## src/hdl/ufc_pkg.sv

```systemverilog
/*
  Shared constants and types for the serial channel flow-control block:
  register byte offsets, control bit positions, identification codes,
  timing constants and the packed records carried between parts.
  Assumes a 32-bit AHB-Lite slave port with one aligned word per register.
*/
package ufc_pkg;
  ////////////////////////////////////////////////////////////////////////////
  // register byte offsets
  localparam logic [7:0] UFC_A_DATA = 8'h00;
  localparam logic [7:0] UFC_A_IER = 8'h04;
  localparam logic [7:0] UFC_A_IIR = 8'h08;
  localparam logic [7:0] UFC_A_LCR = 8'h0c;
  localparam logic [7:0] UFC_A_MCR = 8'h10;
  localparam logic [7:0] UFC_A_EFR = 8'h14;
  localparam logic [7:0] UFC_A_TCR = 8'h18;
  localparam logic [7:0] UFC_A_TLR = 8'h1c;
  localparam logic [7:0] UFC_A_DIV = 8'h20;
  localparam logic [7:0] UFC_A_CHR = 8'h24;
  localparam logic [7:0] UFC_A_STAT = 8'h28;
  ////////////////////////////////////////////////////////////////////////////
  // control bit positions
  localparam int UFC_IER_XOFF = 5;
  localparam int UFC_IER_CTSRTS = 7;
  localparam int UFC_FCR_EN = 0;
  localparam int UFC_FCR_RXCLR = 1;
  localparam int UFC_FCR_TXCLR = 2;
  localparam int UFC_MCR_RTS = 1;
  localparam int UFC_MCR_XANY = 5;
  localparam int UFC_EFR_SPECIAL = 5;
  localparam int UFC_EFR_ARTS = 6;
  localparam int UFC_EFR_ACTS = 7;
  // identification codes
  localparam logic [7:0] UFC_IIR_NONE = 8'h01;
  localparam logic [7:0] UFC_IIR_XOFF = 8'h10;
  localparam logic [7:0] UFC_IIR_CTSRTS = 8'h20;
  // bus and timing constants
  localparam logic [1:0] UFC_HTRANS_NONSEQ = 2'h2;
  localparam logic [2:0] UFC_HSIZE_WORD = 3'h2;
  localparam int UFC_BCW = 20;
  localparam int UFC_OS_SHIFT = 4;
  localparam logic [15:0] UFC_DIV_MIN = 16'h0001;
  localparam int UFC_LVL_SHIFT = 2;
  localparam logic [2:0] UFC_WL_BASE = 3'h4;
  localparam logic [7:0] UFC_TRIG_ONE = 8'h01;
  ////////////////////////////////////////////////////////////////////////////
  typedef struct packed {
    logic err_break;
    logic err_frame;
    logic err_parity;
    logic [7:0] data;
  } ufc_rx_entry_t;
  typedef struct packed {
    logic [7:0] pause_char_second;
    logic [7:0] pause_char_first;
    logic [7:0] resume_char_second;
    logic [7:0] resume_char_first;
  } ufc_chars_t;
  typedef struct packed {
    logic [12:0] unused;
    logic rts_pin_n;
    logic cts_pin_n;
    logic tx_halted;
    logic [7:0] tx_level;
    logic [7:0] rx_level;
  } ufc_stat_t;
  typedef enum logic [1:0] {UFC_IDLE, UFC_START, UFC_DATA, UFC_STOP} ufc_ser_t;
  typedef enum logic [1:0] {UFC_FL_NONE, UFC_FL_XOFF, UFC_FL_XON} ufc_flow_t;
endpackage

```

## src/hdl/ufc_flow_ctrl.sv

```systemverilog
/*
  One serial channel with 64-deep FIFOs, hardware and in-band flow control,
  special-character detection and an AHB-Lite register slave.
  Assumes a single-slave AHB-Lite bus on hclk; serial pins are asynchronous
  and pass two flip-flops before use.
*/
// Design decisions made here: the AHB-Lite slave port and the placing of the registers.
`timescale 1ns/1ps
// How it works
// - both FIFOs hold 64 characters; receive entries carry three error bits
// - FIFOs start disabled so every trigger level is one character
// - two separate feature bits enable automatic CTS and automatic RTS
// - with auto CTS, a new character starts only while CTS is low
// - with auto CTS enabled, CTS changes raise no interrupt
// - without auto CTS, queued characters are sent regardless of CTS
// - auto RTS holds RTS active below the halt level, drops at it
// - after a halt, auto RTS returns when level falls to resume
// - one extra character after RTS drops is stored, not an error
// - upper selection bits pick which pause/resume pairs are transmitted
// - lower selection bits pick receive comparison, both bits means sequence
// - resume-on-any-character option; that character is not stored
// - special character sets the pause flag, is stored, ident read clears
// - pause character halts after current character and flags interrupt
// - resume character restarts transmission and clears the pause flag
// - pause characters are sent once receive level passes halt level
// - resume characters are sent when receive level falls to resume
// - flow characters framed like data; only word-length low bits sent
// - baud divisor is 16 bits, usable from one to all ones
// - modem RTS bit drives RTS low; RTS high after reset
// - pause interrupt code 10h, CTS/RTS inactive code 20h, that priority
module ufc_flow_ctrl import ufc_pkg::*; #(
  parameter int FIFO_DEPTH = 64
) (
  input wire logic hclk,
  input wire logic hresetn,
  input wire logic hsel,
  input wire logic [31:0] haddr,
  input wire logic [1:0] htrans,
  input wire logic hwrite,
  input wire logic [2:0] hsize,
  input wire logic [31:0] hwdata,
  input wire logic hready,
  output logic hreadyout,
  output logic hresp,
  output logic [31:0] hrdata,
  input wire logic rx_in,
  input wire logic clear_to_send_n,
  output logic tx_out,
  output logic request_to_send_n,
  output logic channel_irq,
  output logic rx_ready_n,
  output logic tx_ready_n
);
  localparam int AW = $clog2(FIFO_DEPTH);

  if (FIFO_DEPTH < 4 || FIFO_DEPTH > 128 || (FIFO_DEPTH & (FIFO_DEPTH - 1)) != 0) begin : g_chk
    $error("FIFO_DEPTH must be a power of two from 4 to 128");
  end

  typedef struct packed {
    logic [FIFO_DEPTH-1:0][7:0] tx_mem;
    logic [AW-1:0] tx_rd, tx_wr;
    logic [AW:0] tx_cnt;
    ufc_rx_entry_t [FIFO_DEPTH-1:0] rx_mem;
    logic [AW-1:0] rx_rd, rx_wr;
    logic [AW:0] rx_cnt;
    logic fifo_en;
    logic [7:0] interrupt_enable_ctrl, lcr, modem_ctrl, enhanced_feature_ctrl, flow_threshold_ctrl, fifo_level_select;
    logic [15:0] div;
    ufc_chars_t chars;
    logic [31:0] rdata;
    logic ap_valid, ap_write, rd_wait;
    logic [7:0] ap_addr;
    logic [1:0] rx_s, cts_s;
    logic cts_q;
    ufc_ser_t tx_st, rx_st;
    logic [UFC_BCW-1:0] tx_bc, rx_bc;
    logic [2:0] tx_bit, rx_bit;
    logic [7:0] tx_sh, rx_sh;
    logic tx_line, rts_on, rts_n, irq, rxr_n, txr_n;
    logic sw_halt, xoff_seen, xon_seen, xoff_sent, fl_second;
    ufc_flow_t fl_pend;
    logic xoff_flag, cts_flag;
  } ufc_state_t;

  ufc_state_t s, n;
  logic rx_push, rx_pop, tx_push, tx_pop, rx_done;
  logic xoff_hit, xon_hit, any_hit, special, seq_first, tx_block, cts_ok;
  logic [7:0] rx_lvl, halt_lvl, resume_lvl, cap;
  logic [UFC_BCW-1:0] blen;
  logic [2:0] wl;
  ufc_rx_entry_t rx_ent;
  ufc_stat_t stat;

  ////////////////////////////////////////////////////////////////////////////
  // helpers
  function automatic logic [7:0] lvl(input logic [3:0] nib);
    lvl = 8'({4'h0, nib} << UFC_LVL_SHIFT);
  endfunction

  function automatic logic [7:0] trig(input logic en, input logic [3:0] nib);
    trig = (!en || nib == 4'h0) ? UFC_TRIG_ONE : lvl(nib);
  endfunction

  function automatic logic [7:0] flow_char(input ufc_flow_t p, input logic sec,
                                          input ufc_chars_t c);
    if (p == UFC_FL_XOFF) begin
      flow_char = sec ? c.pause_char_second : c.pause_char_first;
    end else begin
      flow_char = sec ? c.resume_char_second : c.resume_char_first;
    end
  endfunction

  ////////////////////////////////////////////////////////////////////////////
  // derived levels; divisor zero is served as one
  assign rx_lvl = 8'(s.rx_cnt);
  assign halt_lvl = lvl(s.flow_threshold_ctrl[3:0]);
  assign resume_lvl = lvl(s.flow_threshold_ctrl[7:4]);
  assign cap = s.fifo_en ? 8'(FIFO_DEPTH) : UFC_TRIG_ONE;
  assign blen = (UFC_BCW'((s.div == 16'h0) ? UFC_DIV_MIN : s.div) << UFC_OS_SHIFT)
                - UFC_BCW'(1);
  assign wl = UFC_WL_BASE + {1'b0, s.lcr[1:0]};
  // in-band halt only counts while receive comparison is on
  assign tx_block = s.sw_halt && s.enhanced_feature_ctrl[1:0] != 2'b00;
  assign cts_ok = !(s.enhanced_feature_ctrl[UFC_EFR_ACTS] && s.cts_s[1]);
  assign hreadyout = !(s.ap_valid && !s.ap_write && !s.rd_wait);
  assign hresp = 1'b0;
  assign hrdata = s.rdata;
  assign tx_out = s.tx_line;
  assign request_to_send_n = s.rts_n;
  assign channel_irq = s.irq;
  assign rx_ready_n = s.rxr_n;
  assign tx_ready_n = s.txr_n;

  ////////////////////////////////////////////////////////////////////////////
  // next state
  always_comb begin
    n = s;
    rx_push = 1'b0;
    rx_pop = 1'b0;
    tx_push = 1'b0;
    tx_pop = 1'b0;
    rx_done = 1'b0;
    xoff_hit = 1'b0;
    xon_hit = 1'b0;
    any_hit = 1'b0;
    special = 1'b0;
    seq_first = 1'b0;
    rx_ent = '0;
    stat = '0;
    // only the second stage of each synchroniser is read
    n.rx_s = {s.rx_s[0], rx_in};
    n.cts_s = {s.cts_s[0], clear_to_send_n};
    n.cts_q = s.cts_s[1];

    // bus: reads wait one cycle so read data comes from a flop
    if (s.ap_valid && !s.ap_write && !s.rd_wait) begin
      n.rd_wait = 1'b1;
      n.rdata = '0;
      unique case (s.ap_addr)
        UFC_A_DATA: begin
          n.rdata = 32'(s.rx_mem[s.rx_rd]);
          rx_pop = s.rx_cnt != '0;
        end
        UFC_A_IER: n.rdata = 32'(s.interrupt_enable_ctrl);
        UFC_A_IIR: begin
          if (s.xoff_flag && s.interrupt_enable_ctrl[UFC_IER_XOFF]) begin
            n.rdata = 32'(UFC_IIR_XOFF);
            n.xoff_flag = 1'b0;
          end else if (s.cts_flag && s.interrupt_enable_ctrl[UFC_IER_CTSRTS]) begin
            n.rdata = 32'(UFC_IIR_CTSRTS);
            n.cts_flag = 1'b0;
          end else begin
            n.rdata = 32'(UFC_IIR_NONE);
          end
        end
        UFC_A_LCR: n.rdata = 32'(s.lcr);
        UFC_A_MCR: n.rdata = 32'(s.modem_ctrl);
        UFC_A_EFR: n.rdata = 32'(s.enhanced_feature_ctrl);
        UFC_A_TCR: n.rdata = 32'(s.flow_threshold_ctrl);
        UFC_A_TLR: n.rdata = 32'(s.fifo_level_select);
        UFC_A_DIV: n.rdata = 32'(s.div);
        UFC_A_CHR: n.rdata = 32'(s.chars);
        UFC_A_STAT: begin
          stat.rts_pin_n = s.rts_n;
          stat.cts_pin_n = s.cts_s[1];
          stat.tx_halted = tx_block;
          stat.tx_level = 8'(s.tx_cnt);
          stat.rx_level = rx_lvl;
          n.rdata = 32'(stat);
        end
        default: n.rdata = '0;
      endcase
    end else if (hready) begin
      n.rd_wait = 1'b0;
      n.ap_valid = hsel && htrans == UFC_HTRANS_NONSEQ && hsize == UFC_HSIZE_WORD;
      n.ap_write = hwrite;
      n.ap_addr = haddr[7:0];
      if (s.ap_valid && s.ap_write) begin
        unique case (s.ap_addr)
          UFC_A_DATA: tx_push = 8'(s.tx_cnt) < cap;
          UFC_A_IER: n.interrupt_enable_ctrl = 8'(hwdata);
          UFC_A_IIR: n.fifo_en = hwdata[UFC_FCR_EN];
          UFC_A_LCR: n.lcr = 8'(hwdata);
          UFC_A_MCR: n.modem_ctrl = 8'(hwdata);
          UFC_A_EFR: n.enhanced_feature_ctrl = 8'(hwdata);
          UFC_A_TCR: n.flow_threshold_ctrl = 8'(hwdata);
          UFC_A_TLR: n.fifo_level_select = 8'(hwdata);
          UFC_A_DIV: n.div = 16'(hwdata);
          UFC_A_CHR: n.chars = ufc_chars_t'(hwdata);
          default: n.flow_threshold_ctrl = s.flow_threshold_ctrl;
        endcase
      end
    end

    // receiver: half-bit check of start, then one sample per bit time
    if (s.rx_bc != '0) begin
      n.rx_bc = s.rx_bc - UFC_BCW'(1);
    end
    unique case (s.rx_st)
      UFC_IDLE: if (!s.rx_s[1]) begin
        n.rx_st = UFC_START;
        n.rx_bc = blen >> 1;
      end
      UFC_START: if (s.rx_bc == '0) begin
        n.rx_st = s.rx_s[1] ? UFC_IDLE : UFC_DATA;
        n.rx_bc = blen;
        n.rx_bit = '0;
        n.rx_sh = '0;
      end
      UFC_DATA: if (s.rx_bc == '0) begin
        n.rx_sh[s.rx_bit] = s.rx_s[1];
        n.rx_bit = s.rx_bit + 3'h1;
        n.rx_bc = blen;
        if (s.rx_bit == wl) begin
          n.rx_st = UFC_STOP;
        end
      end
      UFC_STOP: if (s.rx_bc == '0) begin
        n.rx_st = UFC_IDLE;
        rx_done = 1'b1;
      end
    endcase
    rx_ent.data = s.rx_sh;
    rx_ent.err_frame = !s.rx_s[1];
    rx_ent.err_break = !s.rx_s[1] && s.rx_sh == '0;

    // in-band receive comparison
    if (rx_done) begin
      unique case (s.enhanced_feature_ctrl[1:0])
        2'b10: begin
          xoff_hit = s.rx_sh == s.chars.pause_char_first;
          xon_hit = s.rx_sh == s.chars.resume_char_first;
        end
        2'b01: begin
          xoff_hit = s.rx_sh == s.chars.pause_char_second;
          xon_hit = s.rx_sh == s.chars.resume_char_second;
        end
        2'b11: begin
          xoff_hit = s.xoff_seen && s.rx_sh == s.chars.pause_char_second;
          xon_hit = s.xon_seen && s.rx_sh == s.chars.resume_char_second;
          seq_first = s.rx_sh == s.chars.pause_char_first
                      || s.rx_sh == s.chars.resume_char_first;
        end
        default: seq_first = 1'b0;
      endcase
      n.xoff_seen = s.enhanced_feature_ctrl[1:0] == 2'b11 && s.rx_sh == s.chars.pause_char_first;
      n.xon_seen = s.enhanced_feature_ctrl[1:0] == 2'b11 && s.rx_sh == s.chars.resume_char_first;
      any_hit = tx_block && s.modem_ctrl[UFC_MCR_XANY] && !xoff_hit;
      special = s.enhanced_feature_ctrl[UFC_EFR_SPECIAL] && !xoff_hit
                && s.rx_sh == s.chars.pause_char_second;
      if (xon_hit || any_hit) begin
        n.sw_halt = 1'b0;
        n.xoff_flag = 1'b0;
      end
      // set after the ident-read clear so a coincident event wins
      if (xoff_hit) begin
        n.sw_halt = 1'b1;
        n.xoff_flag = s.interrupt_enable_ctrl[UFC_IER_XOFF] || n.xoff_flag;
      end
      if (special && s.interrupt_enable_ctrl[UFC_IER_XOFF]) begin
        n.xoff_flag = 1'b1;
      end
      // stored while room remains, also the one after RTS drops
      rx_push = !(xoff_hit || xon_hit || any_hit || seq_first)
                && rx_lvl < cap;
    end

    // auto RTS hysteresis between halt and resume levels
    if (rx_lvl >= halt_lvl) begin
      n.rts_on = 1'b0;
    end else if (rx_lvl <= resume_lvl) begin
      n.rts_on = 1'b1;
    end
    n.rts_n = s.enhanced_feature_ctrl[UFC_EFR_ARTS] ? !s.rts_on : !s.modem_ctrl[UFC_MCR_RTS];

    // in-band transmit requests
    if (s.enhanced_feature_ctrl[3:2] != 2'b00) begin
      if (!s.xoff_sent && rx_lvl > halt_lvl) begin
        n.xoff_sent = 1'b1;
        n.fl_pend = UFC_FL_XOFF;
        n.fl_second = s.enhanced_feature_ctrl[3:2] == 2'b01;
      end else if (s.xoff_sent && rx_lvl <= resume_lvl) begin
        n.xoff_sent = 1'b0;
        n.fl_pend = UFC_FL_XON;
        n.fl_second = s.enhanced_feature_ctrl[3:2] == 2'b01;
      end
    end

    // transmitter: flow characters go ahead of queued data
    if (s.tx_bc != '0) begin
      n.tx_bc = s.tx_bc - UFC_BCW'(1);
    end
    unique case (s.tx_st)
      UFC_IDLE: if (cts_ok && (s.fl_pend != UFC_FL_NONE
                               || (s.tx_cnt != '0 && !tx_block))) begin
        n.tx_st = UFC_START;
        n.tx_bc = blen;
        n.tx_line = 1'b0;
        if (s.fl_pend != UFC_FL_NONE) begin
          n.tx_sh = flow_char(s.fl_pend, s.fl_second, s.chars);
          if (s.enhanced_feature_ctrl[3:2] == 2'b11 && !s.fl_second) begin
            n.fl_second = 1'b1;
          end else begin
            n.fl_pend = UFC_FL_NONE;
          end
        end else begin
          n.tx_sh = s.tx_mem[s.tx_rd];
          tx_pop = 1'b1;
        end
      end
      UFC_START: if (s.tx_bc == '0) begin
        n.tx_st = UFC_DATA;
        n.tx_bc = blen;
        n.tx_bit = '0;
        n.tx_line = s.tx_sh[0];
      end
      UFC_DATA: if (s.tx_bc == '0) begin
        n.tx_bc = blen;
        n.tx_bit = s.tx_bit + 3'h1;
        n.tx_line = s.tx_sh[n.tx_bit];
        if (s.tx_bit == wl) begin
          n.tx_st = UFC_STOP;
          n.tx_line = 1'b1;
        end
      end
      UFC_STOP: if (s.tx_bc == '0) begin
        n.tx_st = UFC_IDLE;
      end
    endcase

    // FIFO storage and levels
    if (rx_push) begin
      n.rx_mem[s.rx_wr] = rx_ent;
      n.rx_wr = s.rx_wr + AW'(1);
    end
    if (rx_pop) begin
      n.rx_rd = s.rx_rd + AW'(1);
    end
    n.rx_cnt = s.rx_cnt + (AW + 1)'(rx_push) - (AW + 1)'(rx_pop);
    if (tx_push) begin
      n.tx_mem[s.tx_wr] = 8'(hwdata);
      n.tx_wr = s.tx_wr + AW'(1);
    end
    if (tx_pop) begin
      n.tx_rd = s.tx_rd + AW'(1);
    end
    n.tx_cnt = s.tx_cnt + (AW + 1)'(tx_push) - (AW + 1)'(tx_pop);
    if (s.ap_valid && s.ap_write && hready && s.ap_addr == UFC_A_IIR) begin
      if (hwdata[UFC_FCR_RXCLR]) begin
        n.rx_rd = '0;
        n.rx_wr = '0;
        n.rx_cnt = '0;
      end
      if (hwdata[UFC_FCR_TXCLR]) begin
        n.tx_rd = '0;
        n.tx_wr = '0;
        n.tx_cnt = '0;
      end
    end

    // CTS/RTS going inactive; CTS ignored while it throttles internally
    if ((s.cts_s[1] && !s.cts_q && !s.enhanced_feature_ctrl[UFC_EFR_ACTS])
        || (n.rts_n && !s.rts_n)) begin
      n.cts_flag = 1'b1;
    end
    n.irq = (n.xoff_flag && s.interrupt_enable_ctrl[UFC_IER_XOFF])
            || (n.cts_flag && s.interrupt_enable_ctrl[UFC_IER_CTSRTS]);
    n.rxr_n = !(rx_lvl >= trig(s.fifo_en, s.fifo_level_select[7:4]));
    n.txr_n = !(s.fifo_en ? (cap - 8'(s.tx_cnt)) >= trig(1'b1, s.fifo_level_select[3:0])
                          : s.tx_cnt == '0);
  end

  ////////////////////////////////////////////////////////////////////////////
  // state register
  always_ff @(posedge hclk or negedge hresetn) begin
    if (!hresetn) begin
      s <= '0;
      s.rx_s <= 2'h3;
      s.cts_s <= 2'h3;
      s.cts_q <= 1'b1;
      s.tx_line <= 1'b1;
      s.rts_on <= 1'b1;
      s.rts_n <= 1'b1;
      s.rxr_n <= 1'b1;
      s.txr_n <= 1'b0;
    end else begin
      s <= n;
    end
  end
endmodule

```

## config.mk

```make
export PLATFORM = sky130hd
export DESIGN_NAME = ufc_flow_ctrl
export DESIGN_NICKNAME = d
export VERILOG_FILES = /design/src/hdl/ufc_pkg.sv /design/src/hdl/ufc_flow_ctrl.sv
export SDC_FILE = /design/constraint.sdc
export NUM_CORES = 2
export LEC_CHECK = 0
export BUFFER_PORTS_ARGS = -buffer_cell sky130_fd_sc_hd__buf_2
export CORE_MARGIN = 5
export CORE_UTILIZATION = 36
export CTS_CLUSTER_DIAMETER = 40
export CTS_CLUSTER_SIZE = 24
export DETAILED_ROUTE_END_ITERATION = 10
export PLACE_DENSITY = 0.59
export SYNTH_ARGS = -nofsm -noshare
export SYNTH_HDL_FRONTEND = slang
export SYNTH_SLANG_ARGS = --single-unit
export TNS_END_PERCENT = 5
```

## constraint.sdc

```tcl
create_clock -name hclk -period 4.8 [get_ports hclk]
set_input_delay 0.48 -clock hclk [delete_from_list [all_inputs] [get_ports hclk]]
set_output_delay 0.48 -clock hclk [all_outputs]
set_load 0.01 [all_outputs]
```

==> impl_results.md <==
- Final setup vio count: 0
- First-pass DRT Iterations: 6
- Die area: 198000 um2
- Total grt overflow: 0
- Clk_lat worst skew: 0.85 ns
- Proportion of synthesized area in mux cells: 32.0%
- Post-cts sizing count: 0
- Simple-gate share of the synthesized area: 6.17%
- Cell count after synthesis: 4863
- Type of the worst min-delay path: primary input to flop
- HPWL after DPL: 122000 um
- Clock Tree Root: clkbuf_16
- Met1 GRT Util: 24.8%
- Gr usage total: 18.8%
- First-pass GRT wire length: 286000 um
- Largest family of logic cells by synthesized area: multiplexers
- Initial Util: 36.2%
- Arrival time worst endpoint: 4.89 ns
- Minimum clock period: 4.18 ns
- Residual DRC: 0
- Layout cells sized above 1: 45.7%
- PwrDens: 420 nW/um2
- RSZ-0062 raised after global routing: no
- Final Util: 42.7%
- Worst R2R Path Depth: 11
- Max-slew violations: 0
- Via count: 41900
- Synth warn: 0
- Largest net degree at the start of global routing: 133
- Slew @ Worst Pin: 1.11 ns
- Complex-gate fraction of the synthesized area: 4.38%
- Row count: 159
- Status: completed
- Hold path depth: 4
- Final Hold Fails: 0
- Asr flop ratio synth: 100%
- Number of global-route vias before repair: 44400
- GR met3 Demand/Resource: 2.90%
- Port Buffer Count: 89
- GR peak layer: met2
- Post-Route WL: 186000 um
- Die Wd: 445 um
- Crit. End Element: flop
- Max-cap violation count: 0
- Slew margin rel.: 26.0%
- TritonCTS clock tree: built
- Clock sink count: 1416
- DR iter-0 viols: 2728
- Fillers: 17200
- DR vias/cell: 5.45
- Area Growth Syn to Fin: 17.7%
- GPL Wtd Cong: 0.909
- Setup CP Type: flop to flop
- CTS Buffer Depth: 3
- Crit path max fanout: 12
- Worst Path Required: 5.51 ns
- Synthesized Nets: 5007
- Setup Skew: 0.0825 ns
- CP Launch Type: flop
- Core area: 188000 um2
- Reg clk slew, reported paths: 0.05 ns
- CTS HTree Levels: 4
- Initial antenna violation count: 2
- Top Ports: 115
- Final net count: 5137
- Worst VDD drop: 349 uV
- Sequential area share after synthesis: 52.1%
- Highest clock rate: 239 MHz
- Total negative slack: 0 ns
- GR Layer Usage met2: 30.8%
- Antenna-violating nets left: 0
- Leak pwr: 0.0374 uW
- Yosys cell types: 78
- DIE HEIGHT: 445 um
- CTS Buf Count: 222
- Seq cells post-synth: 1416
- Fraction of the mapped netlist area in adder cells: 1.27%
- Avg WL per Cell: 24.2 um
- Fin crit share: 87.1%
- Cell Area, Synth: 68000 um2
- EDFF count, synth: 0
- Predominant post-synthesis flop cell: dfrtp_1
- Xor/xnor share of the synthesized area: 1.34%
- Mapped Avg Cell Area: 14.0 um2
## sequential cells by signal (all words and copies together), names as in the netlist, 3 cells and up, named ones only
signal and count:
n 3, rx_ent 8, hrdata 32, s 1352, rx_lvl 7, halt_lvl 4
resume_lvl 4
## cell families (layout without fill, tap and decap cells)
family	Yosys count	after routing
compound gates	468	468
xor+xnor	104	104
fa+ha+maj	68	68
buf+inv	452	778
flops	1416	1416
mux	1645	1645
other cells	1	4
simple gates	709	709
## report_power, final
group          switching, uW  leakage, uW  internal, uW
Combinational           2200       0.0140          1360
Sequential               534       0.0195         12300
Clock                   6330      0.00395         11000
Total                   9060       0.0374         24600
## worst max-delay path: stages (launching register included)
cell,delay (ns)
dfrtp_1,0.45
ha_1,0.36
or4b_2,0.68
nor4_1,0.45
buf_4,0.24
o2111ai_1,0.12
nor4_1,0.44
inv_1,0.09
buf_4,0.25
nor4_4,0.29
buf_4,0.29
mux2_2,0.36
## cell type report
type | instances | area (um2) | share of cell area (%)
multi-input combinational | 2995 | 30700 | 38.4
antenna | 3 | 7.51 | 0.00937
timing repair buffer | 283 | 2260 | 2.83
inverter | 75 | 282 | 0.351
clock buffer | 264 | 5980 | 7.46
tap | 2495 | 3120 | 3.90
clock inverter | 156 | 2230 | 2.78
sequential | 1416 | 35500 | 44.3
## path summary, 6_finish.rpt
| kind | slack, ns | to | from |
|---|---|---|---|
| setup / recovery | 0.62 | s[368] | s[77] |
| hold reg to reg | 0.36 | s[85] | n[85] |
| max in group asynchronous | 3.22 | s[433] | hresetn |
| min in group asynchronous | 0.23 | s[1142] | hresetn |
| setup reg to reg | 0.62 | s[368] | s[77] |
| hold / removal | 0.22 | s[194] | hwdata[1] |
## routing by layer
metal | vias up | share of wire (%)
met3 | 334 | 4.3
met2 | 961 | 48
met1 | 22300 | 43
li1 | 18300 | -
met4 | 0 | 4.6
met5 | - | 0
## cell usage in the layout, fill, tap and decap left out, types with 63 or more instances in the layout
| cell type | n |
|---|---|
| dfrtp_1 | 1393 |
| mux2_2 | 1288 |
| mux4_2 | 294 |
| clkbuf_16 | 224 |
| nand2_1 | 152 |
| nor2_1 | 146 |
| buf_4 | 135 |
| a21oi_1 | 115 |
| o21ai_0 | 90 |
| buf_2 | 88 |
| inv_1 | 71 |
| xnor2_1 | 71 |
| ha_1 | 66 |
| o22ai_1 | 63 |
| mux2i_1 | 63 |
## synthesized netlist by cell type (21+ instances only)
master | instances | area share, %
nor3_4 | 29 | 0.69
nor2_2 | 43 | 0.40
nand3_1 | 40 | 0.29
mux4_2 | 294 | 9.7
a211oi_1 | 26 | 0.29
ha_1 | 66 | 1.2
xor2_1 | 33 | 0.42
o21ai_0 | 91 | 0.67
a31oi_1 | 23 | 0.21
nor4_1 | 36 | 0.33
nor2b_1 | 44 | 0.40
inv_1 | 72 | 0.40
a22o_1 | 21 | 0.27
xnor2_1 | 71 | 0.91
buf_4 | 34 | 0.38
nand2_1 | 152 | 0.84
mux2i_1 | 63 | 0.93
clkbuf_1 | 264 | 1.5
or3_1 | 37 | 0.34
a21oi_1 | 115 | 0.85
nor3_1 | 44 | 0.32
a22oi_1 | 56 | 0.62
nor2_1 | 147 | 0.81
mux2_2 | 1288 | 21
buf_1 | 58 | 0.32
dfrtp_1 | 1407 | 52
o22ai_1 | 63 | 0.58
## stage by stage
stage                     cell area (um2)  setup slack (ns)  cells  total power, uW  hold slack [ns]
final                               80100             0.618   7687            33700            0.218
after global routing                80100             0.360   7685            35000            0.219
after CTS                           80100             0.594   7684            34000            0.155
after detailed placement            71500             0.625   7225            16500            0.348
after global placement              71500             0.651   7224            16500            0.347
after floorplan                     68000             0.958   4863            15100            0.184
## repair_timing
item / 4_1_cts / 5_1_grt
endpoints found under the hold margin: 125 / 0
hold buffers: 39 / 0
setup buffers: 0 / 0
Note: power is estimated with default switching activity, not from simulation.
